### config.mk
export PLATFORM = sky130hd
export DESIGN_NAME = acc_conv_ctl
export DESIGN_NICKNAME = d
export VERILOG_FILES = /design/src/include/acc_pkg.sv /design/src/include/acc_trig_if.sv /design/src/rtl/acc_conv_ctl.sv /design/src/rtl/acc_trig_sel.sv /design/src/rtl/acc_align.sv
export SDC_FILE = /design/constraint.sdc
export NUM_CORES = 1
export LEC_CHECK = 0
export ABC_AREA = 0
export BUFFER_PORTS_ARGS = -buffer_cell sky130_fd_sc_hd__buf_2
export CAP_MARGIN = 15
export CORE_MARGIN = 3
export CORE_UTILIZATION = 35
export CTS_CLUSTER_DIAMETER = 200
export CTS_CLUSTER_SIZE = 40
export DETAILED_ROUTE_END_ITERATION = 6
export PLACE_DENSITY = 0.59
export SLEW_MARGIN = 20
export SYNTH_ARGS = -nofsm -noshare
export SYNTH_HDL_FRONTEND = slang
export SYNTH_SLANG_ARGS = --single-unit
### constraint.sdc
create_clock -name core_clk_i -period 2.5 [get_ports core_clk_i]
set_input_delay 0.125 -clock core_clk_i [delete_from_list [all_inputs] [get_ports core_clk_i]]
set_output_delay 0.125 -clock core_clk_i [all_outputs]
set_load 0.03 [all_outputs]
### src/include/acc_pkg.sv
package acc_pkg;
    // =====================================================================
    // Register map
    localparam logic [7:0]  CTL1_OFFSET     = 8'h08;
    localparam logic [7:0]  STAT_OFFSET     = 8'h00;
    localparam logic [31:0] CTL1_RESET      = 32'h0000_0000;
    localparam logic [31:0] CTL1_WR_MASK    = 32'h00DE_090F;
    // =====================================================================
    // Control field positions
    localparam int BIT_ON       = 0;
    localparam int BIT_CONT     = 1;
    localparam int BIT_CAL      = 2;
    localparam int BIT_CALRST   = 3;
    localparam int BIT_DMA      = 8;
    localparam int BIT_ALIGN    = 11;
    localparam int TSEL_LSB     = 17;
    localparam int BIT_EXTEN    = 20;
    localparam int BIT_SWSTART  = 22;
    localparam int BIT_INTCH    = 23;
    // Status field positions
    localparam int BIT_RSTART   = 4;
    localparam int BIT_EOC      = 1;
    // =====================================================================
    // Trigger codes and timing
    localparam logic [2:0] TSEL_SOFTWARE = 3'h7;
    localparam int CLK_MHZ          = 40;
    localparam int STAB_NS          = 1000;
    localparam int STAB_CYCLES      = (STAB_NS * CLK_MHZ + 999) / 1000;
    localparam int CALRST_CYCLES    = 4;
    localparam int CAL_CYCLES       = 16;
    localparam int CONV_CYCLES      = 14;
    localparam int RES_W            = 12;
    // =====================================================================
    typedef enum logic [2:0] {ACC_OFF, ACC_STAB, ACC_IDLE, ACC_CALRST, ACC_CAL, ACC_CONV}
        acc_state_e;
endpackage : acc_pkg

### src/include/acc_trig_if.sv
// =========================================================================
// Trigger request path between the selector and the sequencer
interface acc_trig_if;
    logic       fire;
    logic [2:0] sel;
    logic       enable;
    modport src (output fire, input sel, input enable);
    modport dst (input fire, output sel, output enable);
endinterface : acc_trig_if

### src/rtl/acc_conv_ctl.sv
// Decided for this implementation: the address-and-strobe port.
module acc_conv_ctl #(
    parameter bit UNIT_IS_FIRST = 1'b1,
    parameter bit THIRD_UNIT    = 1'b0
) (
    input  wire logic                      core_clk_i,
    input  wire logic                      sys_rst_i,
    input  wire logic [7:0]                addr_i,
    input  wire logic [31:0]               wdata_i,
    input  wire logic                      wr_i,
    input  wire logic                      rd_i,
    input  wire logic [6:0]                trig_src_i,
    input  wire logic [acc_pkg::RES_W-1:0] result_i,
    output logic      [31:0]               rdata_o,
    output logic                           power_on_o,
    output logic                           conv_busy_o,
    output logic                           cal_busy_o,
    output logic                           internal_ch_en_o,
    output logic                           dma_req_o,
    output logic      [15:0]               data_o,
    output logic                           data_valid_o
);
    // =====================================================================
    // State
    typedef struct packed {
        acc_pkg::acc_state_e fsm;
        logic [31:0]         ctl;
        logic                start_flag;
        logic                eoc_flag;
        logic [15:0]         cnt;
        logic [31:0]         rdata;
        logic                power;
        logic                busy;
        logic                cal_busy;
        logic                intch;
        logic                dma_req;
        logic [15:0]         data;
        logic                data_valid;
        logic                pend;
    } acc_cc_s;
    acc_cc_s st_reg;
    acc_cc_s st_next;

    acc_trig_if trig ();
    logic [15:0] aligned;

    acc_trig_sel #(
        .THIRD_UNIT (THIRD_UNIT)
    ) i_acc_trig_sel (
        .core_clk_i (core_clk_i),
        .sys_rst_i  (sys_rst_i),
        .trig_src_i (trig_src_i),
        .trig       (trig)
    );

    acc_align #(
        .RES_W (acc_pkg::RES_W)
    ) i_acc_align (
        .raw_i  (result_i),
        .msb_i  (st_reg.ctl[acc_pkg::BIT_ALIGN]),
        .word_o (aligned)
    );

    assign trig.sel    = st_reg.ctl[acc_pkg::TSEL_LSB +: 3];
    assign trig.enable = st_reg.ctl[acc_pkg::BIT_EXTEN] && st_reg.ctl[acc_pkg::BIT_ON];

    // =====================================================================
    // Decode helpers
    logic ctl_wr;
    logic stat_wr;
    logic [31:0] wval;
    logic on_rise;
    logic rewrite_on;
    logic sw_go;
    logic start_req;
    assign ctl_wr     = wr_i && addr_i == acc_pkg::CTL1_OFFSET;
    assign stat_wr    = wr_i && addr_i == acc_pkg::STAT_OFFSET;
    assign wval       = wdata_i & acc_pkg::CTL1_WR_MASK;
    assign on_rise    = ctl_wr && wval[acc_pkg::BIT_ON] && !st_reg.ctl[acc_pkg::BIT_ON];
    // A start needs the on bit rewritten with every other writable bit unchanged, calibration bits included
    assign rewrite_on = ctl_wr && st_reg.ctl[acc_pkg::BIT_ON] && wval[acc_pkg::BIT_ON]
                        && wval == st_reg.ctl;
    assign sw_go      = st_reg.ctl[acc_pkg::BIT_SWSTART]
                        && st_reg.ctl[acc_pkg::TSEL_LSB +: 3] == acc_pkg::TSEL_SOFTWARE;
    assign start_req  = sw_go || trig.fire || rewrite_on || st_reg.pend;

    // =====================================================================
    // Next state
    always_comb
    begin
        st_next            = st_reg;
        st_next.data_valid = 1'b0;
        st_next.dma_req    = 1'b0;
        st_next.rdata      = 32'h0000_0000;
        if (ctl_wr)
        begin
            // Keep the calibration and calibration-reset bits set until hardware drops them
            st_next.ctl = wval | (st_reg.ctl & (32'h1 << acc_pkg::BIT_CALRST))
                               | (st_reg.ctl & (32'h1 << acc_pkg::BIT_CAL));
        end
        // Status clears first, so a hardware set later in this cycle wins
        if (stat_wr)
        begin
            if (!wdata_i[acc_pkg::BIT_RSTART])
                st_next.start_flag = 1'b0;
            if (!wdata_i[acc_pkg::BIT_EOC])
                st_next.eoc_flag = 1'b0;
        end
        // Remember a start that lands while the converter is busy
        if ((trig.fire || rewrite_on) && st_reg.fsm != acc_pkg::ACC_IDLE)
            st_next.pend = st_reg.ctl[acc_pkg::BIT_ON];
        case (st_reg.fsm)
            acc_pkg::ACC_OFF:
            begin
                st_next.power = 1'b0;
                st_next.busy  = 1'b0;
                st_next.pend  = 1'b0;
                if (on_rise)
                begin
                    st_next.power = 1'b1;
                    st_next.cnt   = 16'(acc_pkg::STAB_CYCLES - 1);
                    st_next.fsm   = acc_pkg::ACC_STAB;
                end
            end
            acc_pkg::ACC_STAB:
            begin
                if (st_reg.cnt == 16'h0000)
                    st_next.fsm = acc_pkg::ACC_IDLE;
                else
                    st_next.cnt = st_reg.cnt - 16'h0001;
            end
            acc_pkg::ACC_IDLE:
            begin
                if (st_reg.ctl[acc_pkg::BIT_CALRST])
                begin
                    st_next.cal_busy = 1'b1;
                    st_next.cnt      = 16'(acc_pkg::CALRST_CYCLES - 1);
                    st_next.fsm      = acc_pkg::ACC_CALRST;
                end
                else if (st_reg.ctl[acc_pkg::BIT_CAL])
                begin
                    st_next.cal_busy = 1'b1;
                    st_next.cnt      = 16'(acc_pkg::CAL_CYCLES - 1);
                    st_next.fsm      = acc_pkg::ACC_CAL;
                end
                else if (start_req)
                begin
                    st_next.busy       = 1'b1;
                    st_next.pend       = 1'b0;
                    st_next.start_flag = 1'b1;
                    st_next.cnt        = 16'(acc_pkg::CONV_CYCLES - 1);
                    st_next.fsm        = acc_pkg::ACC_CONV;
                    if (sw_go)
                        st_next.ctl[acc_pkg::BIT_SWSTART] = 1'b0;
                end
            end
            acc_pkg::ACC_CALRST:
            begin
                if (st_reg.cnt == 16'h0000)
                begin
                    st_next.ctl[acc_pkg::BIT_CALRST] = 1'b0;
                    st_next.cal_busy = 1'b0;
                    st_next.fsm      = acc_pkg::ACC_IDLE;
                end
                else
                    st_next.cnt = st_reg.cnt - 16'h0001;
            end
            acc_pkg::ACC_CAL:
            begin
                if (st_reg.cnt == 16'h0000)
                begin
                    st_next.ctl[acc_pkg::BIT_CAL] = 1'b0;
                    st_next.cal_busy = 1'b0;
                    st_next.fsm      = acc_pkg::ACC_IDLE;
                end
                else
                    st_next.cnt = st_reg.cnt - 16'h0001;
            end
            acc_pkg::ACC_CONV:
            begin
                if (st_reg.cnt == 16'h0000)
                begin
                    st_next.data       = aligned;
                    st_next.data_valid = 1'b1;
                    st_next.eoc_flag   = 1'b1;
                    st_next.dma_req    = st_reg.ctl[acc_pkg::BIT_DMA];
                    if (st_reg.ctl[acc_pkg::BIT_CONT])
                    begin
                        // Restart at once; software stops it by clearing the bit
                        st_next.start_flag = 1'b1;
                        st_next.cnt        = 16'(acc_pkg::CONV_CYCLES - 1);
                    end
                    else
                    begin
                        st_next.busy = 1'b0;
                        st_next.fsm  = acc_pkg::ACC_IDLE;
                    end
                end
                else
                    st_next.cnt = st_reg.cnt - 16'h0001;
            end
            default:
                st_next.fsm = acc_pkg::ACC_OFF;
        endcase
        // Power-down overrides the state, power, busy and calibration bits; a result ending this cycle is still delivered
        if (ctl_wr && !wval[acc_pkg::BIT_ON])
        begin
            st_next.fsm      = acc_pkg::ACC_OFF;
            st_next.power    = 1'b0;
            st_next.busy     = 1'b0;
            st_next.cal_busy = 1'b0;
            st_next.ctl[acc_pkg::BIT_CAL]    = 1'b0;
            st_next.ctl[acc_pkg::BIT_CALRST] = 1'b0;
        end
        st_next.intch = UNIT_IS_FIRST && st_next.ctl[acc_pkg::BIT_INTCH];
        if (rd_i)
        begin
            if (addr_i == acc_pkg::CTL1_OFFSET)
                st_next.rdata = st_reg.ctl;
            else if (addr_i == acc_pkg::STAT_OFFSET)
                st_next.rdata = {27'h0, st_reg.start_flag, 2'h0, st_reg.eoc_flag, 1'b0};
        end
    end

    // =====================================================================
    // Registers
    always_ff @(posedge core_clk_i or posedge sys_rst_i)
    begin
        if (sys_rst_i)
        begin
            st_reg     <= '0;
            st_reg.ctl <= acc_pkg::CTL1_RESET;
            st_reg.fsm <= acc_pkg::ACC_OFF;
        end
        else
            st_reg <= st_next;
    end

    assign rdata_o          = st_reg.rdata;
    assign power_on_o       = st_reg.power;
    assign conv_busy_o      = st_reg.busy;
    assign cal_busy_o       = st_reg.cal_busy;
    assign internal_ch_en_o = st_reg.intch;
    assign dma_req_o        = st_reg.dma_req;
    assign data_o           = st_reg.data;
    assign data_valid_o     = st_reg.data_valid;

    // =====================================================================
    // Checks
    property p_off_dark;
        @(posedge core_clk_i) disable iff (sys_rst_i)
        !st_reg.ctl[acc_pkg::BIT_ON] |-> !power_on_o && !conv_busy_o;
    endproperty
    a_off_dark: assert property (p_off_dark) else $error("powered while off");

    property p_stab;
        @(posedge core_clk_i) disable iff (sys_rst_i)
        $rose(power_on_o) |-> !conv_busy_o [*2];
    endproperty
    a_stab: assert property (p_stab) else $error("converted during stabilization");

    property p_dma_gate;
        @(posedge core_clk_i) disable iff (sys_rst_i)
        dma_req_o |-> $past(st_reg.ctl[acc_pkg::BIT_DMA]) && data_valid_o;
    endproperty
    a_dma_gate: assert property (p_dma_gate) else $error("dma without enable");

    property p_sw_clear;
        @(posedge core_clk_i) disable iff (sys_rst_i)
        st_reg.fsm == acc_pkg::ACC_IDLE && sw_go && !st_reg.ctl[acc_pkg::BIT_CALRST]
        && !st_reg.ctl[acc_pkg::BIT_CAL] && !ctl_wr
        |=> !st_reg.ctl[acc_pkg::BIT_SWSTART] && st_reg.start_flag && conv_busy_o;
    endproperty
    a_sw_clear: assert property (p_sw_clear) else $error("software start not taken");

    property p_sw_needs_sel;
        @(posedge core_clk_i) disable iff (sys_rst_i)
        $rose(conv_busy_o) && $past(st_reg.ctl[acc_pkg::BIT_SWSTART])
        && !$past(trig.fire) && !$past(st_reg.pend) && !$past(rewrite_on)
        |-> $past(st_reg.ctl[acc_pkg::TSEL_LSB +: 3]) == acc_pkg::TSEL_SOFTWARE;
    endproperty
    a_sw_needs_sel: assert property (p_sw_needs_sel) else $error("bad software start");

    property p_ext_gate;
        @(posedge core_clk_i) disable iff (sys_rst_i)
        trig.fire |-> $past(st_reg.ctl[acc_pkg::BIT_EXTEN]);
    endproperty
    a_ext_gate: assert property (p_ext_gate) else $error("trigger while disabled");

    property p_flag_on_start;
        @(posedge core_clk_i) disable iff (sys_rst_i)
        $rose(conv_busy_o) |-> st_reg.start_flag;
    endproperty
    a_flag_on_start: assert property (p_flag_on_start) else $error("no start flag");

    property p_calrst_done;
        @(posedge core_clk_i) disable iff (sys_rst_i)
        st_reg.fsm == acc_pkg::ACC_CALRST && st_reg.cnt == 16'h0000 && !ctl_wr
        |=> !st_reg.ctl[acc_pkg::BIT_CALRST] && !cal_busy_o;
    endproperty
    a_calrst_done: assert property (p_calrst_done) else $error("cal reset stuck");

    property p_cal_done;
        @(posedge core_clk_i) disable iff (sys_rst_i)
        st_reg.fsm == acc_pkg::ACC_CAL && st_reg.cnt == 16'h0000 && !ctl_wr
        |=> !st_reg.ctl[acc_pkg::BIT_CAL];
    endproperty
    a_cal_done: assert property (p_cal_done) else $error("calibration stuck");

    property p_cont;
        @(posedge core_clk_i) disable iff (sys_rst_i)
        data_valid_o && $past(st_reg.ctl[acc_pkg::BIT_CONT]) && !$past(ctl_wr) |-> conv_busy_o;
    endproperty
    a_cont: assert property (p_cont) else $error("continuous mode stopped");

    c_sw_conv: cover property (@(posedge core_clk_i) disable iff (sys_rst_i)
        sw_go ##1 conv_busy_o);
    c_ext_conv: cover property (@(posedge core_clk_i) disable iff (sys_rst_i) trig.fire);
    c_dma: cover property (@(posedge core_clk_i) disable iff (sys_rst_i) dma_req_o);
    c_cal: cover property (@(posedge core_clk_i) disable iff (sys_rst_i) $fell(cal_busy_o));
endmodule : acc_conv_ctl

### src/rtl/acc_trig_sel.sv
// =========================================================================
// Routine trigger selector: rising edge of the chosen source
module acc_trig_sel #(
    parameter bit THIRD_UNIT = 1'b0
) (
    input  wire logic       core_clk_i,
    input  wire logic       sys_rst_i,
    input  wire logic [6:0] trig_src_i,
    acc_trig_if.src         trig
);
    typedef struct packed {
        logic [6:0] prev;
        logic       fire;
    } acc_ts_s;
    acc_ts_s st_reg;
    acc_ts_s st_next;

    // Sources are the same for every unit; code 7 is software and never fires here
    always_comb
    begin
        st_next      = st_reg;
        st_next.prev = trig_src_i;
        st_next.fire = 1'b0;
        if (trig.enable && trig.sel != acc_pkg::TSEL_SOFTWARE)
            st_next.fire = trig_src_i[trig.sel] & ~st_reg.prev[trig.sel];
    end

    always_ff @(posedge core_clk_i or posedge sys_rst_i)
    begin
        if (sys_rst_i)
            st_reg <= '0;
        else
            st_reg <= st_next;
    end

    assign trig.fire = st_reg.fire;
endmodule : acc_trig_sel

### src/rtl/acc_align.sv
// =========================================================================
// Result alignment into a 16-bit data word
module acc_align #(
    parameter int RES_W = 12
) (
    input  wire logic [RES_W-1:0] raw_i,
    input  wire logic             msb_i,
    output logic      [15:0]      word_o
);
    // Left shift fills the low end with zeros
    always_comb
    begin
        if (msb_i)
            word_o = {raw_i, {(16 - RES_W){1'b0}}};
        else
            word_o = {{(16 - RES_W){1'b0}}, raw_i};
    end
endmodule : acc_align

==> results of run 1 <==
## power groups by stage
| stage | clock (uW) | sequential (uW) | combinational (uW) |
|---|---|---|---|
| after floorplan | 0 | 1720 | 1730 |
| after global placement | 0 | 1750 | 2140 |
| after detailed placement | 0 | 1760 | 2180 |
| after CTS | 1380 | 1740 | 2200 |
| after global routing | 1430 | 1780 | 2470 |
| final | 1340 | 1740 | 2230 |
## stage by stage
step | hold slack (ps) | instances | instance area [um^2] | util
4_1_cts | 22.47 | 664 | 4969 | 0.4314
6_report | 36.85 | 664 | 4982 | 0.4326
2_1_floorplan | 156.4 | 458 | 4219 | -
5_1_grt | 47.34 | 664 | 4982 | 0.4326
3_3_place_gp | 248.2 | 641 | 4577 | 0.3974
3_5_place_dp | 252.3 | 641 | 4577 | 0.3974
## final cells by class
| class | instances | area [um^2] |
|---|---|---|
| fillers | 1147 | 6534 |
| flip-flops and latches | 76 | 1902 |
| multi-input cells | 298 | 1822 |
| repair buffers | 116 | 708.2 |
| clock buffers | 12 | 266.5 |
| well taps | 143 | 178.9 |
| inverters | 16 | 60.06 |
| clock inverters | 3 | 45.04 |
## per-layer routing
| layer | vias to the layer above | track usage | share of wire |
|---|---|---|---|
| met5 | - | 0 | 0 |
| met4 | 0 | 0.06964 | 0.019 |
| met3 | 12 | 0.03579 | 0.064 |
| met2 | 100 | 0.2338 | 0.45 |
| met1 | 1652 | 0.2093 | 0.47 |
| li1 | 1643 | - | - |
## critical path, cell delays in order, from the launching register on
cell     delay (ps)
dfrtp_1         390
buf_4           160
or4b_1          520
nor4_1          370
o41ai_2         160
nand2_1         200
buf_4           250
nor3_1           70
o22a_1          180
## synthesized netlist by cell type, drive strengths merged (5+ instances only)
cell type | n | area [um^2]
mux2 | 9 | 101.4
o21ai | 37 | 185.2
nand2b | 10 | 62.56
nor2 | 27 | 101.4
nor4 | 6 | 58.80
clkbuf | 13 | 48.80
nor3 | 12 | 60.06
dfrtp | 76 | 1902
nand2 | 46 | 172.7
o31ai | 10 | 75.07
and2 | 8 | 50.05
inv | 16 | 60.06
mux2i | 10 | 100.1
a31oi | 5 | 31.28
xnor2 | 10 | 87.58
a21oi | 14 | 70.07
nand3 | 10 | 50.05
buf | 55 | 400.4
nand4 | 8 | 50.05
## path summary, 6_finish.rpt
kind | startpoint | end | slack [ps] | cells past startpoint
setup / recovery | st_reg[76] | st_reg[107] | 90 | 8
hold / removal | result_i[10] | data_o[14] | 40 | 3
setup reg to reg | st_reg[76] | st_reg[107] | 90 | 8
hold reg to reg | data_o[14] | data_o[14] | 470 | 2
max in group asynchronous | sys_rst_i | st_reg[81] | 1370 | 4
min in group asynchronous | sys_rst_i | data_o[11] | 440 | 3
## logic make-up (layout without fill, tap and decap cells)
logic type,count (synthesis),in the layout
adders and majority gates,3,3
xor gates and xnor gates,10,10
and+or+nand+nor,153,153
AOI/OAI and AO/OA,93,93
buffers and inverters,84,147
other,1,19
DFF,76,76
muxes,20,20
## what timing repair did
action,4_1_cts,5_1_grt
setup endpoints to repair,0,11
endpoints found under the hold margin,38,0
setup buffers,0,0
gates resized for setup,0,4
hold buffers,8,0
==> reports/metrics.csv, run 1 <==
metric;value;unit
outcome;complete, no violations;
setup_tns;0;ps
die area;13200;um^2
pre-CTS worst setup slack;112.1;ps
highest clock rate;0.4142;GHz
Comb pwr share;0.419;
Net Sw Power;2104;uW
crit path DAT;2630;ps
XOR/XNOR share of the synthesized area;0.02110;
GRT Overall Usage;0.1539;
CP Max Fanout;15;
CTS tree;done;
Post-synth ARST share;1.000;
WL per Instance;14.70;um
Worst Max-Slew Pin Slew;684.5;ps
Post-synth EDFFs;0;
HPWL Detailed;7033;um
Rel. slew slack;0.5430;
final setup fails;0;
Syn Inst Count;440;
Seq/Total Area, Yosys;0.4581;
Distinct cells, synth;56;
P_int;3211;uW
DR vias/cell;5.131;
multiplexer area fraction after synthesis;0.05395;
clock sink count;76;
GR Overflow Total;0;
share of layout cells above drive strength 1;0.2764;
P_leak;0.002367;uW
CTS clk-pin slew, worst paths;60;ps
Top Ports;117;
warnings from Yosys;0;
Synth Flop Type;dfrtp_1;
GP Congestion;0.8442;
final net count;583;
HP Class;input port to flip-flop;
simple-gate area share of the yosys netlist;0.1938;
Clk network pwr share;0.253;
Worst VDD drop;0.0004501;V
vias post-DR;3407;
Sw Share;0.3959;
DRC violations left;0;
global-route wire length before repair;16140;um
initial DRC count;228;
H-tree depth;3;
Worst Slack Setup Final;85.44;ps
number of global-route vias before repair;3261;
clk buf depth;2;
worst skew pair latency;340;ps
post-synthesis adder-cell area fraction;0.009042;
clock root cell;clkbuf_16;
Design Power;5315;uW
Seq pwr share;0.328;
drt first pass iters;4;
final wirelength;9759;um
die extent in x;114.9;um
largest family of logic cells by synthesized area;simple AND/OR/NAND/NOR gates;
Initial Util;0.3605;
initial antenna violation count;0;
critical path startpoint category;flip-flop;
Yosys reg bits;76;
Row Count;39;
final worst path period need;2415;ps
synthesized cell area;4151;um^2
core area;11520;um^2
largest net degree at the start of global routing;46;
final hold vios;0;
most frequent cells in the layout;buf_2 (78), dfrtp_1 (76), nand2_1 (46);
RSZ-0062 raised after global routing;false;
Slew Limit Fails;0;
diode count;0;
PD cells;1067;nW/um^2
synth-to-layout area growth;20.01;%
cts bufs inserted;9;
MaxCap Viol Count;0;
leading cell type in the layout, fill and taps excluded;buf_2;
Worst EP required;2720;ps
post-route antenna net violation count;0;
critical path class;flip-flop to flip-flop;
Avg Inst Size Synth;9.435;um^2
Layout Skew;5.955;ps
PortBufs;78;
post-synthesis compound-gate area fraction;0.1404;
final period utilization;0.9658;
kind of end point of the critical path;flip-flop;
max reg flops;34;
die height;114.9;um
(Power assumes the default switching activity.)
==> run 2: changes to the inputs <==
- CELL_PAD_IN_SITES_DETAIL_PLACEMENT: default -> 1
- CELL_PAD_IN_SITES_GLOBAL_PLACEMENT: default -> 1
- PLACE_DENSITY: 0.59 -> 0.75
==> reports/metrics.csv, run 2 (same netlist as run 1, synthesis figures left out) <==
metric;value;unit
CP Max Fanout;4;
final worst path period need;2349;ps
core area;11520;um^2
outcome;complete, no violations;
slowest stage delay, CP;510;ps
critical path startpoint category;flip-flop;
drt first pass iters;4;
Row Count;39;
PD cells;1080;nW/um^2
initial DRC count;222;
highest routed layer;met4;
Worst EP required;2770;ps
Top Ports;117;
kind of end point of the critical path;flip-flop;
GP Congestion;0.8261;
DR vias/cell;5.210;
routed wl met3;475;um
R2R Setup Slk;150;ps
WL per Instance;16.91;um
Slew Limit Fails;0;
largest net degree at the start of global routing;43;
final hold vios;0;
die height;114.9;um
clk buf depth;2;
CTS tree;done;
HP Class;input port to flip-flop;
final period utilization;0.9394;
final setup fails;0;
most frequent cells in the layout;buf_2 (78), dfrtp_1 (76), nand2_1 (46);
Crit Reg-Reg Startpoint;st_reg[75];
reg-to-reg endpoint;st_reg[105];
CP most frequent cell;nand2_1;
critical path cell sequence;inv_1, ha_1, nor2_1, nand3_1, o41ai_1, nand2_1, buf_4, or4_1, nand2_1;
DRC violations left;0;
FF-to-FF path depth;9;
Hold Path End;data_o[15];
number of global-route vias before repair;3719;
hold path cells;3;
Rel. slew slack;0.6412;
setup_tns;0;ps
final std cells w/o fill;666;
clock sink count;76;
RSZ-0062 raised after global routing;false;
MaxCap Viol Count;0;
PortBufs;78;
CTS clk-pin slew, worst paths;60;ps
worst skew pair latency;330;ps
final core occ;0.4317;
vias post-DR;3470;
die extent in x;114.9;um
GRT Overall Usage;0.1777;
H-tree depth;3;
CP max stage cell;or4_1;
die area;13200;um^2
HPWL Detailed;8102;um
P_leak;0.002376;uW
final net count;586;
Layout Skew;4.669;ps
highest clock rate;0.4258;GHz
Placed Instances;643;
critical path class;flip-flop to flip-flop;
cts bufs inserted;9;
share of layout cells above drive strength 1;0.2772;
post-route antenna net violation count;0;
final wirelength;11260;um
worst hold start;result_i[11];
crit path DAT;2620;ps
Worst VDD drop;0.0003829;V
synth-to-layout area growth;19.74;%
GR Overflow Total;0;
Initial Util;0.3605;
clock root cell;clkbuf_16;
routed wl met2;5703;um
Design Power;5371;uW
diode count;0;
Worst Max-Slew Pin Slew;538.3;ps
max reg flops;34;
global-route wire length before repair;18650;um
M1 WL;4929;um
leading cell type in the layout, fill and taps excluded;buf_2;
initial antenna violation count;0;
-- run 2: worst max-delay path by stage --
| stage | startpoint | to | slack (ps) | cells after the start |
|---|---|---|---|---|
| floorplan | st_reg[55] | st_reg[59] | 270 | 10 |
| global placement | st_reg[55] | st_reg[63] | 100 | 8 |
| detailed placement | st_reg[55] | st_reg[56] | 20 | 8 |
| CTS | st_reg[55] | st_reg[56] | 80 | 8 |
| global route | st_reg[75] | st_reg[105] | 5 | 9 |
| finish | st_reg[75] | st_reg[105] | 150 | 9 |
-- run 2: power breakdown --
part           leakage (uW)  internal [uW]  total [uW]  switching [uW]
Clock              0.000145            815        1300             487
Sequential         0.000942           1530        1770             241
Combinational       0.00129            865        2300            1440
-- run 2: layer usage --
metal | GRT usage | vias to the layer above
li1 | - | 1645
met2 | 0.3110 | 82
met3 | 0.03105 | 10
met5 | 0 | -
met4 | 0.05712 | 0
met1 | 0.2226 | 1733
-- run 2: critical path, delay by kind of cell, from the launching register on --
kind	cells	cell delay, ps
AND/OR/NAND/NOR	5	1040
flip-flops	1	380
AO/OA/AOI/OAI	1	350
buffers and inverters	2	280
adder cells (fa/ha/maj)	1	230
-- run 2: timing repair --
| action | in CTS | in global routing |
|---|---|---|
| hold endpoints to repair | 83 | 0 |
| cloned | 0 | 0 |
| endpoints found under the setup margin | 1 | 9 |
| pin swaps | 0 | 1 |
| hold buffers | 8 | 0 |
| resized for setup | 1 | 3 |
| setup buffers | 0 | 1 |
-- run 2: cell type report --
cell class | instances | area [um^2]
multi-input cells | 298 | 1821
well taps | 143 | 178.9
flip-flops and latches | 76 | 1902
clock inverters | 2 | 35.03
clock buffers | 12 | 256.5
fillers | 1360 | 6545
repair buffers | 119 | 718.2
inverters | 16 | 60.06
-- run 2: through the flow --
stage                     instance area [um^2]  hold WS (ps)  setup slack, ps
after floorplan                           4219         156.4            272.1
after global placement                    4579         247.7            96.50
after detailed placement                  4579         250.6            22.31
after CTS                                 4954         45.86            77.99
after global routing                      4971         54.79            4.944
final                                     4971         57.53            151.5
==> run 3: changes to the inputs <==
--- a/config.mk
+++ b/config.mk
@@ -12,3 +12,2 @@
 export CELL_PAD_IN_SITES_GLOBAL_PLACEMENT = 1
-export CORE_MARGIN = 3
 export CORE_UTILIZATION = 35
==> constraint.sdc (replaced) <==
create_clock -name core_clk_i -period 2.5 [get_ports core_clk_i]
set_input_delay 0.25 -clock core_clk_i [delete_from_list [all_inputs] [get_ports core_clk_i]]
set_output_delay 0.25 -clock core_clk_i [all_outputs]
set_load 0.03 [all_outputs]
==> reports/metrics.csv, run 3 (same netlist as run 1, synthesis figures left out) <==
metric;value;unit
DP Area;4594;um^2
HPWL Detailed;7900;um
final wirelength;10490;um
critical path class;flip-flop to flip-flop;
H-tree depth;3;
Worst Max-Slew Pin Slew;590.8;ps
highest clock rate;0.4256;GHz
number of global-route vias before repair;3606;
Worst Setup SP;st_reg[76];
FF-to-FF path depth;8;
GP Congestion;0.7986;
clk buf depth;2;
P_leak;0.002336;uW
core area;11470;um^2
Fillers;1338;
share of layout cells above drive strength 1;0.2819;
worst skew pair latency;330;ps
Top Ports;117;
initial antenna violation count;0;
Worst VDD drop;0.0006878;V
DRC violations left;0;
Rel. slew slack;0.6056;
Design Power;5221;uW
Layout Skew;4.525;ps
largest net degree at the start of global routing;33;
register area;1902;um^2
clock sink count;76;
Initial Util;0.3620;
Slew Limit Fails;0;
global-route wire length before repair;17910;um
CTS clk-pin slew, worst paths;60;ps
post-route cell area;4880;um^2
CTS tree;done;
die extent in x;110.9;um
max reg flops;34;
Placed Instances;645;
die height;110.9;um
HP Class;input port to flip-flop;
R2R Setup Slk;150;ps
final hold vios;0;
leading cell type in the layout, fill and taps excluded;buf_2;
vias post-DR;3401;
Crit Reg-Reg Startpoint;st_reg[76];
PD cells;1070;nW/um^2
final net count;580;
DR vias/cell;5.145;
PortBufs;78;
crit path DAT;2570;ps
RSZ-0062 raised after global routing;false;
Multi-input gate area;1814;um^2
final setup fails;0;
kind of end point of the critical path;flip-flop;
reg-to-reg endpoint;st_reg[59];
final core occ;0.4255;
critical path startpoint category;flip-flop;
final period utilization;0.9398;
GR Overflow Total;0;
die area;12300;um^2
MaxCap Viol Count;0;
most frequent cells in the layout;buf_2 (78), dfrtp_1 (76), nand2_1 (46);
drt first pass iters;4;
synth-to-layout area growth;17.54;%
Worst Hold Margin;36.61;ps
final worst path period need;2349;ps
cts bufs inserted;9;
diode count;0;
initial DRC count;166;
CP Max Fanout;7;
GRT Overall Usage;0.1823;
post-route antenna net violation count;0;
Worst EP required;2720;ps
Row Count;39;
final std cells w/o fill;661;
CP Capture Point;st_reg[59];
clock root cell;clkbuf_16;
outcome;complete, no violations;
WL per Instance;15.86;um
[run 3: cell types whose count changed in the layout (fill, tap and decap cells not counted), sizes merged]
cell	change
clkinvlp	+1
clkbuf	-1
dlygate4sd3	-7
buf	+1
clkinv	+2
bufinv	-1
[run 3: worst min-delay path by stage]
stage                  startpoint                        to  slack (ps)  depth (start not counted)
global route        trig_src_i[0]  i_acc_trig_sel.st_reg[1]          20                          1
detailed placement      sys_rst_i               rdata_o[18]         360                          2
global placement        sys_rst_i               rdata_o[18]         340                          2
finish              trig_src_i[6]  i_acc_trig_sel.st_reg[7]          40                          1
floorplan           trig_src_i[0]  i_acc_trig_sel.st_reg[1]         280                          0
CTS                 trig_src_i[0]  i_acc_trig_sel.st_reg[1]          20                          1
[run 3: area by class of cell]
type / count / share of cell area
sequential: 76 / 0.3897
inverter: 16 / 0.01231
tap: 143 / 0.03667
timing repair buffer: 113 / 0.1344
clock inverter: 4 / 0.005385
clock buffer: 11 / 0.04974
multi-input combinational: 298 / 0.3718
[run 3: through the flow]
stage	setup TNS [ps]	setup WS, ps
after floorplan	0	272.1
after global placement	0	13.85
after detailed placement	-158.8	-37.24
after CTS	0	41.37
after global routing	0	26.09
final	0	150.6
[run 3: what timing repair did]
item,in CTS,in global routing
endpoints found under the setup margin,7,12
hold buffers,1,0
gates resized for setup,1,2
gates cloned,0,0
buffers inserted,0,0
hold endpoints to repair,26,0
pin swaps,0,0
[run 3: critical path: stages, from the launching register on]
cell and delay, ps:
dfrtp_1 380, inv_1 80, ha_1 230, nor2_1 200, nand3_1 100, o41ai_1 360
nand2_1 250, or2_4 350, a211o_1 290
[run 3: metal layers]
metal	GRT usage	part of all wire	wire length [um]	up-vias
li1	-	-	-	1629
met2	0.3019	0.48	5043	84
met4	0.06578	0.013	139	0
met3	0.03827	0.046	486	9
met5	0	0	0	-
met1	0.2347	0.46	4815	1679
[run 3: where the power goes]
group          total [uW]  internal, uW  switching [uW]
Combinational        2280           860            1420
Clock                1190           692             497
Sequential           1750          1530             223
Total                5220          3080            2140
